**config.mk**
```make
export PLATFORM = sky130hd
export DESIGN_NAME = dac_status_flag_bank
export DESIGN_NICKNAME = d
export VERILOG_FILES = /design/src/rtl/dac_flag_pkg.sv /design/src/rtl/dac_status_flag_bank.sv /design/src/rtl/pin_sync.sv /design/src/rtl/sticky_flag.sv
export VERILOG_INCLUDE_DIRS = /design/src /design/src/rtl
export SDC_FILE = /design/constraint.sdc
export NUM_CORES = 1
export LEC_CHECK = 0
export BUFFER_PORTS_ARGS = -buffer_cell sky130_fd_sc_hd__buf_2
export CORE_UTILIZATION = 39
export DETAILED_ROUTE_END_ITERATION = 8
export SYNTH_ARGS = -nofsm -noshare
export SYNTH_HDL_FRONTEND = slang
export SYNTH_HIERARCHICAL = 1
export SYNTH_SLANG_ARGS = --single-unit
```
**constraint.sdc**
```tcl
create_clock -name clk_i -period 2.7 [get_ports clk_i]
set_clock_uncertainty 0.15 [all_clocks]
set_input_delay 0 -clock clk_i [delete_from_list [all_inputs] [get_ports clk_i]]
set_output_delay 0 -clock clk_i [all_outputs]
set_load 0.05 [all_outputs]
```
**src/rtl/dac_flag_cfg.svh**
```systemverilog
// Purpose: offsets, field positions and reset values of the flag bank
// Assumes: 8-bit registers on the device's internal register port
// Notes:   definitions only
`ifndef DAC_FLAG_CFG_SVH
`define DAC_FLAG_CFG_SVH

// ****************************************
// register offsets
// ****************************************
`define OFS_POWER_STATE    8'h25
`define OFS_GAIN_SETTLED   8'h26
`define OFS_OVERFLOW       8'h27
`define OFS_RSVD_A_FIRST   8'h28
`define OFS_RSVD_A_LAST    8'h2B
`define OFS_EVENT_STICKY   8'h2C
`define OFS_RSVD_B         8'h2D
`define OFS_EVENT_LIVE     8'h2E

// ****************************************
// field positions
// ****************************************
`define BIT_PWR_DAC_L      7
`define BIT_PWR_RSVD_HI    6
`define BIT_PWR_HP_L       5
`define BIT_PWR_CLSD_L     4
`define BIT_PWR_DAC_R      3
`define BIT_PWR_RSVD_LO    2
`define BIT_PWR_HP_R       1
`define BIT_PWR_CLSD_R     0
`define BIT_GAIN_L         4
`define BIT_GAIN_R         0
`define BIT_OVF_L          7
`define BIT_OVF_R          6
`define BIT_OVF_SHIFT      5
`define BIT_EVT_SHORT_L    7
`define BIT_EVT_SHORT_R    6
`define BIT_EVT_BUTTON     5
`define BIT_EVT_HEADSET    4
`define BIT_EVT_DRC_L      3
`define BIT_EVT_DRC_R      2

// ****************************************
// reset values
// ****************************************
`define RST_FLAG_BYTE      8'h00
`define RST_RSVD_BYTE      8'h00

`endif

```
**src/rtl/dac_flag_pkg.sv**
```systemverilog
// Purpose: types shared by the flag bank
// Assumes: nothing
// Notes:   constants live in dac_flag_cfg.svh
`default_nettype none
package dac_flag_pkg;
	typedef logic [7:0] reg_byte_t;

	typedef enum logic [1:0] {
		ACC_IDLE  = 2'b00,
		ACC_READ  = 2'b01,
		ACC_WRITE = 2'b10
	} acc_kind_t;
endpackage
`default_nettype wire

```
**src/rtl/dac_status_flag_bank.sv**
```systemverilog
// Purpose: read-only status and sticky flag registers of a stereo DAC
// Assumes: register port with one-cycle rd/wr strobes on clk_i;
//          status levels from other clocks or analog detectors; overflow pulses on clk_i
// Notes:   read data is registered, valid one cycle after the strobe
//
// Behaviour
// - power status D7 shows left DAC powered
// - power status D5 shows left headphone driver
// - power status D4 shows left class-D driver
// - power status D3 shows right DAC powered
// - power status D1 shows right headphone driver
// - power status D0 shows right class-D driver
// - gain status D4 set when left gain settled
// - gain status D0 set when right gain settled
// - overflow D7 latches left DAC overflow
// - overflow D6 latches right DAC overflow
// - overflow D5 latches barrel shifter overflow
// - sticky flags clear when their register read
// - event D7 latches left driver short
// - event D6 latches right driver short
// - event D5 latches headset button press
// - event D4 latches headset insert or remove
// - event D3 latches left power above threshold
// - event D2 latches right power above threshold
// - live register mirrors current short, button, headset and threshold levels
`timescale 1ns/1ps
`default_nettype none
`include "dac_flag_cfg.svh"
module dac_status_flag_bank (
	// clock and reset
	input  wire logic       clk_i,
	input  wire logic       rst_i,
	// register port
	input  wire logic [7:0] reg_addr_i,
	input  wire logic       reg_rd_i,
	input  wire logic       reg_wr_i,
	input  wire logic [7:0] reg_wdata_i,
	output logic      [7:0] reg_rdata_o,
	output logic            reg_rvalid_o,
	// power states, asynchronous levels
	input  wire logic       dac_left_up_i,
	input  wire logic       left_headphone_driver_up_i,
	input  wire logic       class_d_left_up_i,
	input  wire logic       dac_right_up_i,
	input  wire logic       right_headphone_driver_up_i,
	input  wire logic       class_d_right_up_i,
	// gain settled, asynchronous levels
	input  wire logic       gain_left_settled_i,
	input  wire logic       gain_right_settled_i,
	// overflow pulses, same clock
	input  wire logic       ovf_left_i,
	input  wire logic       ovf_right_i,
	input  wire logic       ovf_shifter_i,
	// detector levels, asynchronous
	input  wire logic       short_left_i,
	input  wire logic       short_right_i,
	input  wire logic       button_pressed_i,
	input  wire logic       headset_present_i,
	input  wire logic       drc_left_above_i,
	input  wire logic       drc_right_above_i
);
	localparam int NSYNC = 14;

	// ****************************************
	// input synchronisers
	// ****************************************
	logic [NSYNC-1:0] raw_lvl;
	logic [NSYNC-1:0] sync_lvl;

	assign raw_lvl = {dac_left_up_i, left_headphone_driver_up_i,
		class_d_left_up_i, dac_right_up_i,
		right_headphone_driver_up_i, class_d_right_up_i,
		gain_left_settled_i, gain_right_settled_i,
		short_left_i, short_right_i, button_pressed_i,
		headset_present_i, drc_left_above_i, drc_right_above_i};

	genvar gi;
	generate
		for (gi = 0; gi < NSYNC; gi++) begin : g_sync
			pin_sync u_sync (
				.clk_i   (clk_i),
				.rst_i   (rst_i),
				.async_i (raw_lvl[gi]),
				.sync_o  (sync_lvl[gi])
			);
		end
	endgenerate

	logic s_dac_l, s_hp_l, s_cd_l, s_dac_r, s_hp_r, s_cd_r;
	logic s_gain_l, s_gain_r;
	logic s_short_l, s_short_r, s_button, s_headset, s_drc_l, s_drc_r;

	assign {s_dac_l, s_hp_l, s_cd_l, s_dac_r, s_hp_r, s_cd_r,
		s_gain_l, s_gain_r, s_short_l, s_short_r, s_button,
		s_headset, s_drc_l, s_drc_r} = sync_lvl;

	// ****************************************
	// edge detection of synchronised levels
	// ****************************************
	logic prev_short_l;
	logic prev_short_r;
	logic prev_button;
	logic prev_headset;
	logic prev_drc_l;
	logic prev_drc_r;

	always_ff @(posedge clk_i) begin
		if (rst_i) begin
			prev_short_l <= 1'b0;
			prev_short_r <= 1'b0;
			prev_button  <= 1'b0;
			prev_headset <= 1'b0;
			prev_drc_l   <= 1'b0;
			prev_drc_r   <= 1'b0;
		end else begin
			prev_short_l <= s_short_l;
			prev_short_r <= s_short_r;
			prev_button  <= s_button;
			prev_headset <= s_headset;
			prev_drc_l   <= s_drc_l;
			prev_drc_r   <= s_drc_r;
		end
	end

	// short and threshold flags latch while the condition stands
	logic [7:0] evt_set;
	always_comb begin
		evt_set = `RST_FLAG_BYTE;
		evt_set[`BIT_EVT_SHORT_L] = s_short_l;
		evt_set[`BIT_EVT_SHORT_R] = s_short_r;
		evt_set[`BIT_EVT_BUTTON]  = s_button && !prev_button;
		evt_set[`BIT_EVT_HEADSET] = s_headset != prev_headset;
		evt_set[`BIT_EVT_DRC_L]   = s_drc_l;
		evt_set[`BIT_EVT_DRC_R]   = s_drc_r;
	end

	logic [7:0] ovf_set;
	always_comb begin
		ovf_set = `RST_FLAG_BYTE;
		ovf_set[`BIT_OVF_L]     = ovf_left_i;
		ovf_set[`BIT_OVF_R]     = ovf_right_i;
		ovf_set[`BIT_OVF_SHIFT] = ovf_shifter_i;
	end

	// ****************************************
	// access decode
	// ****************************************
	dac_flag_pkg::acc_kind_t acc;
	always_comb begin
		if (reg_rd_i)
			acc = dac_flag_pkg::ACC_READ;
		else if (reg_wr_i)
			acc = dac_flag_pkg::ACC_WRITE;
		else
			acc = dac_flag_pkg::ACC_IDLE;
	end

	logic rd_ovf;
	logic rd_evt;
	assign rd_ovf = (acc == dac_flag_pkg::ACC_READ)
		&& (reg_addr_i == `OFS_OVERFLOW);
	assign rd_evt = (acc == dac_flag_pkg::ACC_READ)
		&& (reg_addr_i == `OFS_EVENT_STICKY);

	// ****************************************
	// sticky flags
	// ****************************************
	logic [7:0] ovf_flags;
	logic [7:0] evt_flags;

	generate
		for (gi = 0; gi < 8; gi++) begin : g_sticky
			sticky_flag u_ovf (
				.clk_i  (clk_i),
				.rst_i  (rst_i),
				.set_i  (ovf_set[gi]),
				.clr_i  (rd_ovf),
				.flag_o (ovf_flags[gi])
			);
			sticky_flag u_evt (
				.clk_i  (clk_i),
				.rst_i  (rst_i),
				.set_i  (evt_set[gi]),
				.clr_i  (rd_evt),
				.flag_o (evt_flags[gi])
			);
		end
	endgenerate

	// ****************************************
	// writable reserved bits
	// ****************************************
	dac_flag_pkg::reg_byte_t pwr_rsvd;
	dac_flag_pkg::reg_byte_t gain_rsvd;
	dac_flag_pkg::reg_byte_t rsvd_a [4];
	dac_flag_pkg::reg_byte_t rsvd_b;

	// software keeps zero in power D6/D2 and gain D7-D5/D3-D1; stored as written
	always_ff @(posedge clk_i) begin
		if (rst_i) begin
			pwr_rsvd  <= `RST_RSVD_BYTE;
			gain_rsvd <= `RST_RSVD_BYTE;
			rsvd_b    <= `RST_RSVD_BYTE;
			for (int i = 0; i < 4; i++)
				rsvd_a[i] <= `RST_RSVD_BYTE;
		end else if (acc == dac_flag_pkg::ACC_WRITE) begin
			if (reg_addr_i == `OFS_POWER_STATE) begin
				pwr_rsvd[`BIT_PWR_RSVD_HI] <= reg_wdata_i[`BIT_PWR_RSVD_HI];
				pwr_rsvd[`BIT_PWR_RSVD_LO] <= reg_wdata_i[`BIT_PWR_RSVD_LO];
			end
			if (reg_addr_i == `OFS_GAIN_SETTLED)
				gain_rsvd[7:1] <= reg_wdata_i[7:1];
			if (reg_addr_i == `OFS_RSVD_B)
				rsvd_b <= reg_wdata_i;
			if (reg_addr_i >= `OFS_RSVD_A_FIRST
				&& reg_addr_i <= `OFS_RSVD_A_LAST)
				rsvd_a[reg_addr_i[1:0]] <= reg_wdata_i;
		end
	end

	// ****************************************
	// read mux
	// ****************************************
	dac_flag_pkg::reg_byte_t pwr_view;
	dac_flag_pkg::reg_byte_t gain_view;
	dac_flag_pkg::reg_byte_t live_view;
	dac_flag_pkg::reg_byte_t next_rdata;

	always_comb begin
		pwr_view = `RST_FLAG_BYTE;
		pwr_view[`BIT_PWR_DAC_L]   = s_dac_l;
		pwr_view[`BIT_PWR_RSVD_HI] = pwr_rsvd[`BIT_PWR_RSVD_HI];
		pwr_view[`BIT_PWR_HP_L]    = s_hp_l;
		pwr_view[`BIT_PWR_CLSD_L]  = s_cd_l;
		pwr_view[`BIT_PWR_DAC_R]   = s_dac_r;
		pwr_view[`BIT_PWR_RSVD_LO] = pwr_rsvd[`BIT_PWR_RSVD_LO];
		pwr_view[`BIT_PWR_HP_R]    = s_hp_r;
		pwr_view[`BIT_PWR_CLSD_R]  = s_cd_r;
		gain_view = {gain_rsvd[7:5], 1'b0, gain_rsvd[3:1], 1'b0};
		gain_view[`BIT_GAIN_L] = s_gain_l;
		gain_view[`BIT_GAIN_R] = s_gain_r;
		live_view = `RST_FLAG_BYTE;
		live_view[`BIT_EVT_SHORT_L] = s_short_l;
		live_view[`BIT_EVT_SHORT_R] = s_short_r;
		live_view[`BIT_EVT_BUTTON]  = s_button;
		live_view[`BIT_EVT_HEADSET] = s_headset;
		live_view[`BIT_EVT_DRC_L]   = s_drc_l;
		live_view[`BIT_EVT_DRC_R]   = s_drc_r;
		case (reg_addr_i)
			`OFS_POWER_STATE:  next_rdata = pwr_view;
			`OFS_GAIN_SETTLED: next_rdata = gain_view;
			`OFS_OVERFLOW:     next_rdata = {ovf_flags[7:5], 5'h00};
			`OFS_EVENT_STICKY: next_rdata = {evt_flags[7:2], 2'h0};
			`OFS_RSVD_B:       next_rdata = rsvd_b;
			`OFS_EVENT_LIVE:   next_rdata = live_view;
			default: begin
				if (reg_addr_i >= `OFS_RSVD_A_FIRST
					&& reg_addr_i <= `OFS_RSVD_A_LAST)
					next_rdata = rsvd_a[reg_addr_i[1:0]];
				else
					next_rdata = 8'h00;
			end
		endcase
	end

	always_ff @(posedge clk_i) begin
		if (rst_i) begin
			reg_rdata_o  <= 8'h00;
			reg_rvalid_o <= 1'b0;
		end else begin
			reg_rvalid_o <= acc == dac_flag_pkg::ACC_READ;
			if (acc == dac_flag_pkg::ACC_READ)
				reg_rdata_o <= next_rdata;
		end
	end
endmodule
`default_nettype wire

```
**src/rtl/pin_sync.sv**
```systemverilog
// Purpose: two-stage synchroniser for one asynchronous level
// Assumes: clk_i free running
// Notes:   first stage is read only by the second
`timescale 1ns/1ps
`default_nettype none
module pin_sync (
	// clock and reset
	input  wire logic clk_i,
	input  wire logic rst_i,
	// level
	input  wire logic async_i,
	output logic      sync_o
);
	logic meta;

	always_ff @(posedge clk_i) begin
		if (rst_i) begin
			meta   <= 1'b0;
			sync_o <= 1'b0;
		end else begin
			meta   <= async_i;
			sync_o <= meta;
		end
	end
endmodule
`default_nettype wire

```
**src/rtl/sticky_flag.sv**
```systemverilog
// Purpose: one clear-on-read sticky flag
// Assumes: set and clear from the clk_i domain
// Notes:   set wins over a clear in the same cycle
`timescale 1ns/1ps
`default_nettype none
module sticky_flag (
	// clock and reset
	input  wire logic clk_i,
	input  wire logic rst_i,
	// control
	input  wire logic set_i,
	input  wire logic clr_i,
	output logic      flag_o
);
	always_ff @(posedge clk_i) begin
		if (rst_i)
			flag_o <= 1'b0;
		else if (set_i)
			flag_o <= 1'b1;
		else if (clr_i)
			flag_o <= 1'b0;
	end
endmodule
`default_nettype wire

```
==> results of run 1 <==
==> power groups by stage <==
stage | sequential, uW | clock, uW | combinational (uW)
5_1_grt | 1580 | 999 | 283
6_report | 1570 | 908 | 258
3_3_place_gp | 1600 | 0 | 227
3_5_place_dp | 1600 | 0 | 230
2_1_floorplan | 1620 | 0 | 118
4_1_cts | 1570 | 938 | 262
==> cell families after synthesis <==
family / after synthesis / synth area share [%]
and+or+nand+nor: 126 / 18.83
DFF: 96 / 57.58
AOI/OAI and AO/OA: 43 / 9.319
muxes: 33 / 11.15
buffers and inverters: 27 / 2.892
xor gates and xnor gates: 1 / 0.2250
==> flip-flops by register name (all words and copies together), names as in the netlist <==
register,cells
g_sticky.u_evt/flag_o,6
g_sticky.u_ovf/flag_o,3
g_sync.u_sync/meta,14
g_sync.u_sync/sync_o,14
gain_rsvd,6
prev_button,1
prev_headset,1
pwr_rsvd,2
reg_rdata_o,8
reg_rvalid_o,1
rsvd_a,32
rsvd_b,8
==> placed cells by master (no fill, tap or decap), types with 9 or more instances in the layout <==
master | synthesis | final
clkbuf_8 | 0 | 10
nor2b_1 | 36 | 36
and3_1 | 25 | 25
dfxtp_1 | 64 | 64
a21oi_2 | 9 | 9
dlygate4sd3_1 | 0 | 29
nand2_1 | 9 | 9
and2_1 | 10 | 10
nor2_1 | 26 | 26
inv_1 | 9 | 9
buf_2 | 9 | 45
mux2i_1 | 22 | 22
edfxtp_1 | 32 | 32
nand2b_1 | 10 | 10
==> metrics by stage <==
stage / setup WS (ps) / cells / hold WS (ps) / power, uW
final: 529.2 / 539 / 25.00 / 2735
after global placement: 716.7 / 494 / 59.38 / 1829
after floorplan: 879.4 / 326 / -87.56 / 1735
after detailed placement: 630.6 / 494 / 61.64 / 1833
after global routing: 420.5 / 539 / 76.46 / 2858
after CTS: 526.2 / 539 / 9.489 / 2770
==> critical path, cell delays in order <==
cell,delay [ps]
dlygate4sd3_1,530
buf_2,130
or4b_4,510
nor4b_4,450
a21o_1,420
==> final cells by class <==
class / count / area share (%)
clock buffer: 13 / 3.583
clock inverter: 3 / 0.4742
inverter: 9 / 0.7113
multi-input combinational: 203 / 32.40
sequential: 96 / 47.21
tap: 133 / 3.504
timing repair buffer: 82 / 12.12
==> per-layer routing <==
| layer | vias to the layer above | wire length, um |
|---|---|---|
| met5 | - | 0 |
| met4 | 0 | 132 |
| met3 | 9 | 378 |
| met2 | 75 | 4035 |
| met1 | 1304 | 3992 |
| li1 | 1314 | - |
==> worst min path at each step <==
stage | start | endpoint | cells after the start
floorplan | rst_i | g_sticky[2].u_evt/flag_o | 1
global placement | gain_right_settled_i | g_sync[6].u_sync/meta | 2
detailed placement | class_d_right_up_i | g_sync[8].u_sync/meta | 2
CTS | reg_addr_i[3] | pwr_rsvd[6] | 5
global route | reg_addr_i[3] | pwr_rsvd[6] | 5
finish | reg_addr_i[3] | pwr_rsvd[6] | 5
==> impl_metrics.tcl, run 1 <==
set metrics [dict create \
    powerDensity_nw_per_um2 575.8 \
    maxCapViolCount 0 \
    ys.warnings.count 6 \
    layout.area.seq_um2 2242 \
    ys_top_cells_by_count "dfxtp_1, nor2b_1, edfxtp_1" \
    period_share_pct 80.40 \
    grt_busiest_layer "met2" \
    yosysMostFrequentCell "dfxtp_1" \
    grt_antenna_before_repair 0 \
    initial_core_util_pct 40.02 \
    r2r_end "reg_rdata_o[3]" \
    worstPathMaxFanout 8 \
    startpoint "reg_addr_i[4]" \
    hold_viol 0 \
    overflow 0 \
    fin_tns_setup_ps 0 \
    sequentialPowerShare_pct 57.4 \
    crit_end "rsvd_a[1][0]" \
    gp_congestion 0.7785 \
    syn-num-nets 363 \
    synthesis.area_um2 3894 \
    grt_usage_pct 18.23 \
    grt_pass1_vias 2723 \
    criticalPathCategory "primary input to flip-flop" \
    use_met1_pct 24.95 \
    avgViaCountPerCell 5.013 \
    cts_setup_buffers 0 \
    drcViolationCount 0 \
    layout.nets 438 \
    drive_above_1_share_pct 22.66 \
    fp.dieW_um 101.9 \
    status "finished clean" \
    synth_ff_type "dfxtp_1" \
    critical_path_arrival_ps 2040 \
    root_buffer "clkbuf_8" \
    p_switching_uw 650.8 \
    cts.sinks 96 \
    synth_cell_types 31 \
    row_count 36 \
    synth.largest_area_cell "dfxtp_1" \
    tightest_slew_ps 748.6 \
    worst-r2r-setup-slack_ps 1190 \
    finalSetupViolations 0 \
    synth_top_area_share_pct 32.90 \
    leakage_uw 0.001917 \
    postPlaceCellArea_um2 4267 \
    wirelength_um 8539 \
    use_met2_pct 29.00 \
    cts_resized 0 \
    vias 2702 \
    syn_inst 326 \
    drt_first_iter_violations 134 \
    grt_util_met3_pct 3.352 \
    antenna_left 0 \
    peakVddDrop_v 0.0002234 \
    routedWlPerCell_um 15.84 \
    multiInputGateArea_um2 1539 \
    async_flop_share_pct 0 \
    num_antenna_cells 0 \
    worstPathRequired_ps 2570 \
    clkSlewWorstSetupHoldPaths_ps 90 \
    crit_path_end_kind "flip-flop" \
    drv_slew 0 \
    die-area_um2 10390 \
    grt_pass1_wl_um 14100 \
    ff2ff_path_depth 3 \
    post-route-util_pct 48.82 \
    drt-pass1-iter-count 4 \
    p_clk_share_pct 33.2 \
    hpwl_um 5529 \
    grt_max_degree 69 \
    fmax_mhz 460.7 \
    num_io_pins 46 \
    die_height_um 101.9 \
    ys_ff_latch 96 \
    num-fill-cells 911 \
    clockBufferDepth 2 \
    h-tree-depth 3 \
    syn_avg_cell_area_um2 11.94 \
    numCtsBuffers 9 \
    hold_class "primary input to flip-flop" \
    regToRegStartpoint "rsvd_a[3][3]" \
    syn_to_final_growth_pct 21.98 \
    design_area_um2 4750 \
    clk_latency_ps 360 \
    holdBufCountCts 29 \
    design.core.area_um2 9729 \
    cts_tree "built" \
    internal_power_uw 2084 \
    pwr-share-comb_pct 9.5 \
    critPathLaunchType "primary input" \
    rsz0062_at_grt "false" \
    finalCriticalPeriod_ps 2171 \
    yosysSeqAreaShare_pct 57.58 \
    io_buffer_count 45 \
    synth_area_leaders "dfxtp_1, edfxtp_1, nor2b_1" \
    p_sw_share_pct 23.80 \
    synth_edf_count 32 \
    maxSlewHeadroom_pct 50.09 \
]
Power figures use the tool's default switching activity.
==> run 2, diff against run 1 <==
Clock period 2.7 ns to 2.2 ns, I/O delays scaled along.
==> run 2 against run 1 <==
Compared with the run above:
- die area unchanged
- first-iteration DRC count decreased by 4.5%
- highest routed layer unchanged
- largest power group unchanged
- power rose by 20%
- clock power increased by 15%
- global-route usage is 0.51 points lower
- routed wire length decreased by 0.13%
- hold slack improved by 3.1 ps
==> impl_metrics.tcl, run 2 (same netlist as run 1, synthesis figures left out) <==
set metrics [dict create \
    grt_busiest_layer "met2" \
    powerDensity_nw_per_um2 685.6 \
    cts_resized 0 \
    crit_family "simple AND/OR/NAND/NOR gates" \
    critical_path.slowest_cell "and4_1" \
    peakVddDrop_v 0.0003585 \
    num_antenna_cells 0 \
    p_switching_uw 798.2 \
    root_buffer "clkbuf_8" \
    path_cells "buf_2 > nor4b_2 > and4_1 > mux2i_1 > nor2_1 > dlygate4sd3_1" \
    maxCapViolCount 0 \
    fin_tns_setup_ps 0 \
    drt_first_iter_violations 128 \
    crit_cells 6 \
    clk_latency_ps 360 \
    ff2ff_path_depth 3 \
    final_common_cell "dfxtp_1" \
    sequentialPowerShare_pct 58.4 \
    crit_path_end_kind "flip-flop" \
    grt_max_degree 45 \
    avgViaCountPerCell 4.960 \
    cts_setup_buffers 0 \
    post-route-util_pct 49.38 \
    leakage_uw 0.001959 \
    period_share_pct 88.03 \
    holdBufCountCts 32 \
    syn_to_final_growth_pct 23.39 \
    pwr-share-comb_pct 10.0 \
    path_buf_inv 2 \
    critical_path_arrival_ps 2050 \
    grt_util_met3_pct 4.651 \
    finalSetupViolations 0 \
    worstPathMaxFanout 8 \
    cts.sinks 96 \
    antenna_left 0 \
    row_count 36 \
    use_met1_pct 23.23 \
    hpwl_um 5624 \
    grt_usage_pct 17.72 \
    layout.nets 447 \
    maxSlewHeadroom_pct 64.42 \
    fmax_mhz 516.3 \
    rsz0062_at_grt "false" \
    num-fill-cells 931 \
    criticalPathCategory "primary input to flip-flop" \
    grt_antenna_before_repair 0 \
    status "finished clean" \
    gp_congestion 0.7486 \
    design.core.area_um2 9729 \
    critPathLaunchType "primary input" \
    clkSlewWorstSetupHoldPaths_ps 90 \
    die_height_um 101.9 \
    regMostFlops "rsvd_a" \
    grt_pass1_wl_um 13560 \
    num_io_pins 46 \
    hold_viol 0 \
    use_met2_pct 28.38 \
    fp.dieW_um 101.9 \
    hold_class "primary input to flip-flop" \
    drcViolationCount 0 \
    whs_path_depth 5 \
    dp_cells 500 \
    vias 2718 \
    grt_pass1_vias 2582 \
    largest_reg_flops 32 \
    io_buffer_count 45 \
    drive_above_1_share_pct 23.61 \
    tightest_slew_ps 533.6 \
    p_clk_share_pct 31.6 \
    reg.largest.list "rsvd_a: 32 flops, g_sync.u_sync/meta: 14 flops, g_sync.u_sync/sync_o: 14 flops" \
    p_sw_share_pct 24.23 \
    overflow 0 \
    initial_core_util_pct 40.02 \
    worst-r2r-setup-slack_ps 700 \
    routedWlPerCell_um 15.56 \
    h-tree-depth 3 \
    internal_power_uw 2496 \
    drv_slew 0 \
    numCtsBuffers 9 \
    wirelength_um 8528 \
    final_cell_mix "dfxtp_1, buf_2, nor2b_1" \
    finalCriticalPeriod_ps 1937 \
    clockBufferDepth 2 \
    drt-pass1-iter-count 4 \
    worstPathRequired_ps 2310 \
    cts_tree "built" \
    die-area_um2 10390 \
    critical_path.max_stage_delay_ps 620 \
    final_cells 548 \
]
-- run 2: tightest hold or removal path: cells and delay by family --
| kind | cells | cell delay, ps |
|---|---|---|
| AND/OR/NAND/NOR | 3 | 300 |
| multiplexers | 1 | 100 |
| buffers and inverters | 1 | 100 |
-- run 2: area by class of cell --
class | instances | area [um2] | share of cell area (%)
clock buffers | 12 | 145.1 | 3.021
clock inverters | 4 | 27.53 | 0.5729
inverters | 9 | 33.78 | 0.7031
multi-input cells | 203 | 1539 | 32.03
flip-flops and latches | 96 | 2242 | 46.67
well taps | 133 | 166.4 | 3.464
repair buffers | 91 | 650.6 | 13.54
-- run 2: per-layer routing --
metal / up-vias / share of wire (%)
li1: 1331 / -
met1: 1308 / 46
met2: 68 / 47
met3: 11 / 5.3
met4: 0 / 1.5
met5: - / 0
-- run 2: power groups by stage --
stage               combinational, uW  sequential (uW)  clock (uW)
detailed placement                291             1970           0
global placement                  288             1960           0
global route                      358             1930        1150
CTS                               331             1930        1080
floorplan                         145             1990           0
finish                            330             1920        1040
-- run 2: final timing paths --
path	start	to
max	reg_addr_i[7]	rsvd_b[0]
min	reg_addr_i[3]	pwr_rsvd[6]
max reg2reg	rsvd_a[3][2]	reg_rdata_o[2]
min reg2reg	g_sync[12].u_sync/meta	g_sync[12].u_sync/sync_o
-- run 2: metrics by stage --
stage | hold slack (ps) | power [uW] | instance area (um2) | setup WS, ps
finish | 28.07 | 3294 | 4805 | 263.3
global route | 56.61 | 3445 | 4805 | 152.9
CTS | 6.790 | 3333 | 4805 | 332.9
detailed placement | 63.02 | 2257 | 4312 | 211.3
global placement | 56.57 | 2252 | 4312 | 262.9
floorplan | -87.56 | 2130 | 3894 | 379.4
==> run 3, diff against run 2 <==
Clock period 2.2 ns to 2.4 ns, I/O delays scaled along.
==> run 3 against run 2 <==
Compared with the run above:
- non-clock buffer count grew 1
- power shrank 3.1%
- global-route usage increased by 0.59 points
- critical path depth up 1
- critical endpoint is now pwr_rsvd[6]
- largest power group unchanged
==> impl_metrics.tcl, run 3 (same netlist as run 1, synthesis figures left out) <==
set metrics [dict create \
    regMostFlops "rsvd_a" \
    dp_cells 499 \
    hold_start "reg_addr_i[7]" \
    rsz0062_at_grt "false" \
    grt_max_degree 69 \
    critical_path_arrival_ps 2190 \
    path_buf_inv 3 \
    status "finished clean" \
    fin_tns_setup_ps 0 \
    row_count 36 \
    routedWlPerCell_um 15.76 \
    grt_antenna_before_repair 0 \
    fmax_mhz 474.0 \
    fp.dieW_um 101.9 \
    worstPathRequired_ps 2480 \
    crit_path_end_kind "flip-flop" \
    leakage_uw 0.001983 \
    power_uw 3191 \
    vias 2694 \
    critical_path.max_stage_delay_ps 640 \
    cts.sinks 96 \
    io_buffer_count 45 \
    cts_resized 0 \
    criticalPathCategory "primary input to flip-flop" \
    reg.largest.list "rsvd_a: 32 flops, g_sync.u_sync/meta: 14 flops, g_sync.u_sync/sync_o: 14 flops" \
    drcViolationCount 0 \
    maxSlewHeadroom_pct 50.54 \
    design_area_um2 4852 \
    drt-pass1-iter-count 4 \
    tightest_slew_ps 742.0 \
    overflow 0 \
    layout.nets 448 \
    num_io_pins 46 \
    maxCapViolCount 0 \
    grt_pass1_wl_um 13830 \
    crit_family "buffers and inverters" \
    grt_pass1_vias 2616 \
    hpwl_um 5688 \
    finalSetupViolations 0 \
    path_cells "dlygate4sd3_1 > buf_2 > nor4b_2 > dlygate4sd3_1 > nand4_1 > mux2i_1 > nor2_1" \
    peakVddDrop_v 0.0002626 \
    drt_first_iter_violations 141 \
    drive_above_1_share_pct 24.28 \
    die-area_um2 10390 \
    setup_ws_ps 290.2 \
    final_cell_mix "dfxtp_1, buf_2, nor2b_1" \
    worstPathMaxFanout 5 \
    avgViaCountPerCell 4.907 \
    cts_tree "built" \
    num_antenna_cells 0 \
    finalCriticalPeriod_ps 2110 \
    hold_viol 0 \
    gp_congestion 0.7786 \
    clk_latency_ps 370 \
    crit_top_cell "dlygate4sd3_1" \
    critPathLaunchType "primary input" \
    powerDensity_nw_per_um2 657.6 \
    postPlaceCellArea_um2 4304 \
    final_cells 549 \
    antenna_left 0 \
    critical_path.slowest_cell "dlygate4sd3_1" \
    regToRegStartpoint "rsvd_a[0][3]" \
    hold_class "primary input to flip-flop" \
    clockBufferDepth 2 \
    clkSlewWorstSetupHoldPaths_ps 80 \
    period_share_pct 87.91 \
    drv_slew 0 \
    grt_usage_pct 18.31 \
    design.core.area_um2 9729 \
    numCtsBuffers 9 \
    die_height_um 101.9 \
    dp_slack_ps 298.9 \
    h-tree-depth 3 \
    syn_to_final_growth_pct 24.61 \
    startpoint "reg_addr_i[6]" \
    wirelength_um 8651 \
    initial_core_util_pct 40.02 \
    root_buffer "clkbuf_8" \
    largest_reg_flops 32 \
    final_common_cell "dfxtp_1" \
]
## run 3: changes by cell type in the layout (fill, tap and decap cells not counted), sizes merged
cell,previous run,this run
clkinv,1,2
buf,59,61
dlygate4sd3,32,31
inv,11,10
bufinv,0,1
clkinvlp,1,0
## run 3: layout make-up
cell class / instances / area, um2
clock buffers: 12 / 166.4
clock inverters: 4 / 48.80
fillers: 889 / 4877
inverters: 9 / 33.78
multi-input cells: 203 / 1539
flip-flops and latches: 96 / 2242
well taps: 133 / 166.4
repair buffers: 92 / 655.6
## run 3: final timing paths
| path | slack, ps | end | cells past startpoint |
|---|---|---|---|
| worst max-delay path | 290 | pwr_rsvd[6] | 7 |
| worst min-delay path | 60 | reg_rdata_o[4] | 5 |
| worst max register to register | 890 | reg_rdata_o[3] | 3 |
| worst min register to register | 290 | g_sync[10].u_sync/sync_o | 1 |
## run 3: metal layers
layer | vias to the layer above | global-route usage [%] | share of wire (%)
met1 | 1278 | 25.34 | 48
met5 | - | 0 | 0
li1 | 1334 | - | -
met3 | 11 | 4.788 | 5.6
met4 | 0 | 7.582 | 2.1
met2 | 71 | 27.29 | 44
## run 3: tightest hold or removal path: cells and delay by family
family                 cells  cell delay [ps]
AO/OA/AOI/OAI              1               80
buffers and inverters      1              100
AND/OR/NAND/NOR            3              350
## run 3: metrics by stage
step	hold WS (ps)	util, %
6_report	61.77	49.87
2_1_floorplan	-87.56	-
3_3_place_gp	57.49	44.24
4_1_cts	34.13	49.64
5_1_grt	71.03	49.87
3_5_place_dp	61.64	44.24
## run 3: what timing repair did
action / CTS / global route
setup endpoints to repair: 0 / 15
endpoints found under the hold margin: 74 / 0
hold buffers: 31 / 0
setup buffers: 0 / 3
## run 3: power by group
| group | leakage (uW) | internal [uW] | switching [uW] |
|---|---|---|---|
| sequential | 0.000829 | 1740 | 24.0 |
| clock | 0.000112 | 575 | 551 |
| combinational | 0.00104 | 137 | 163 |
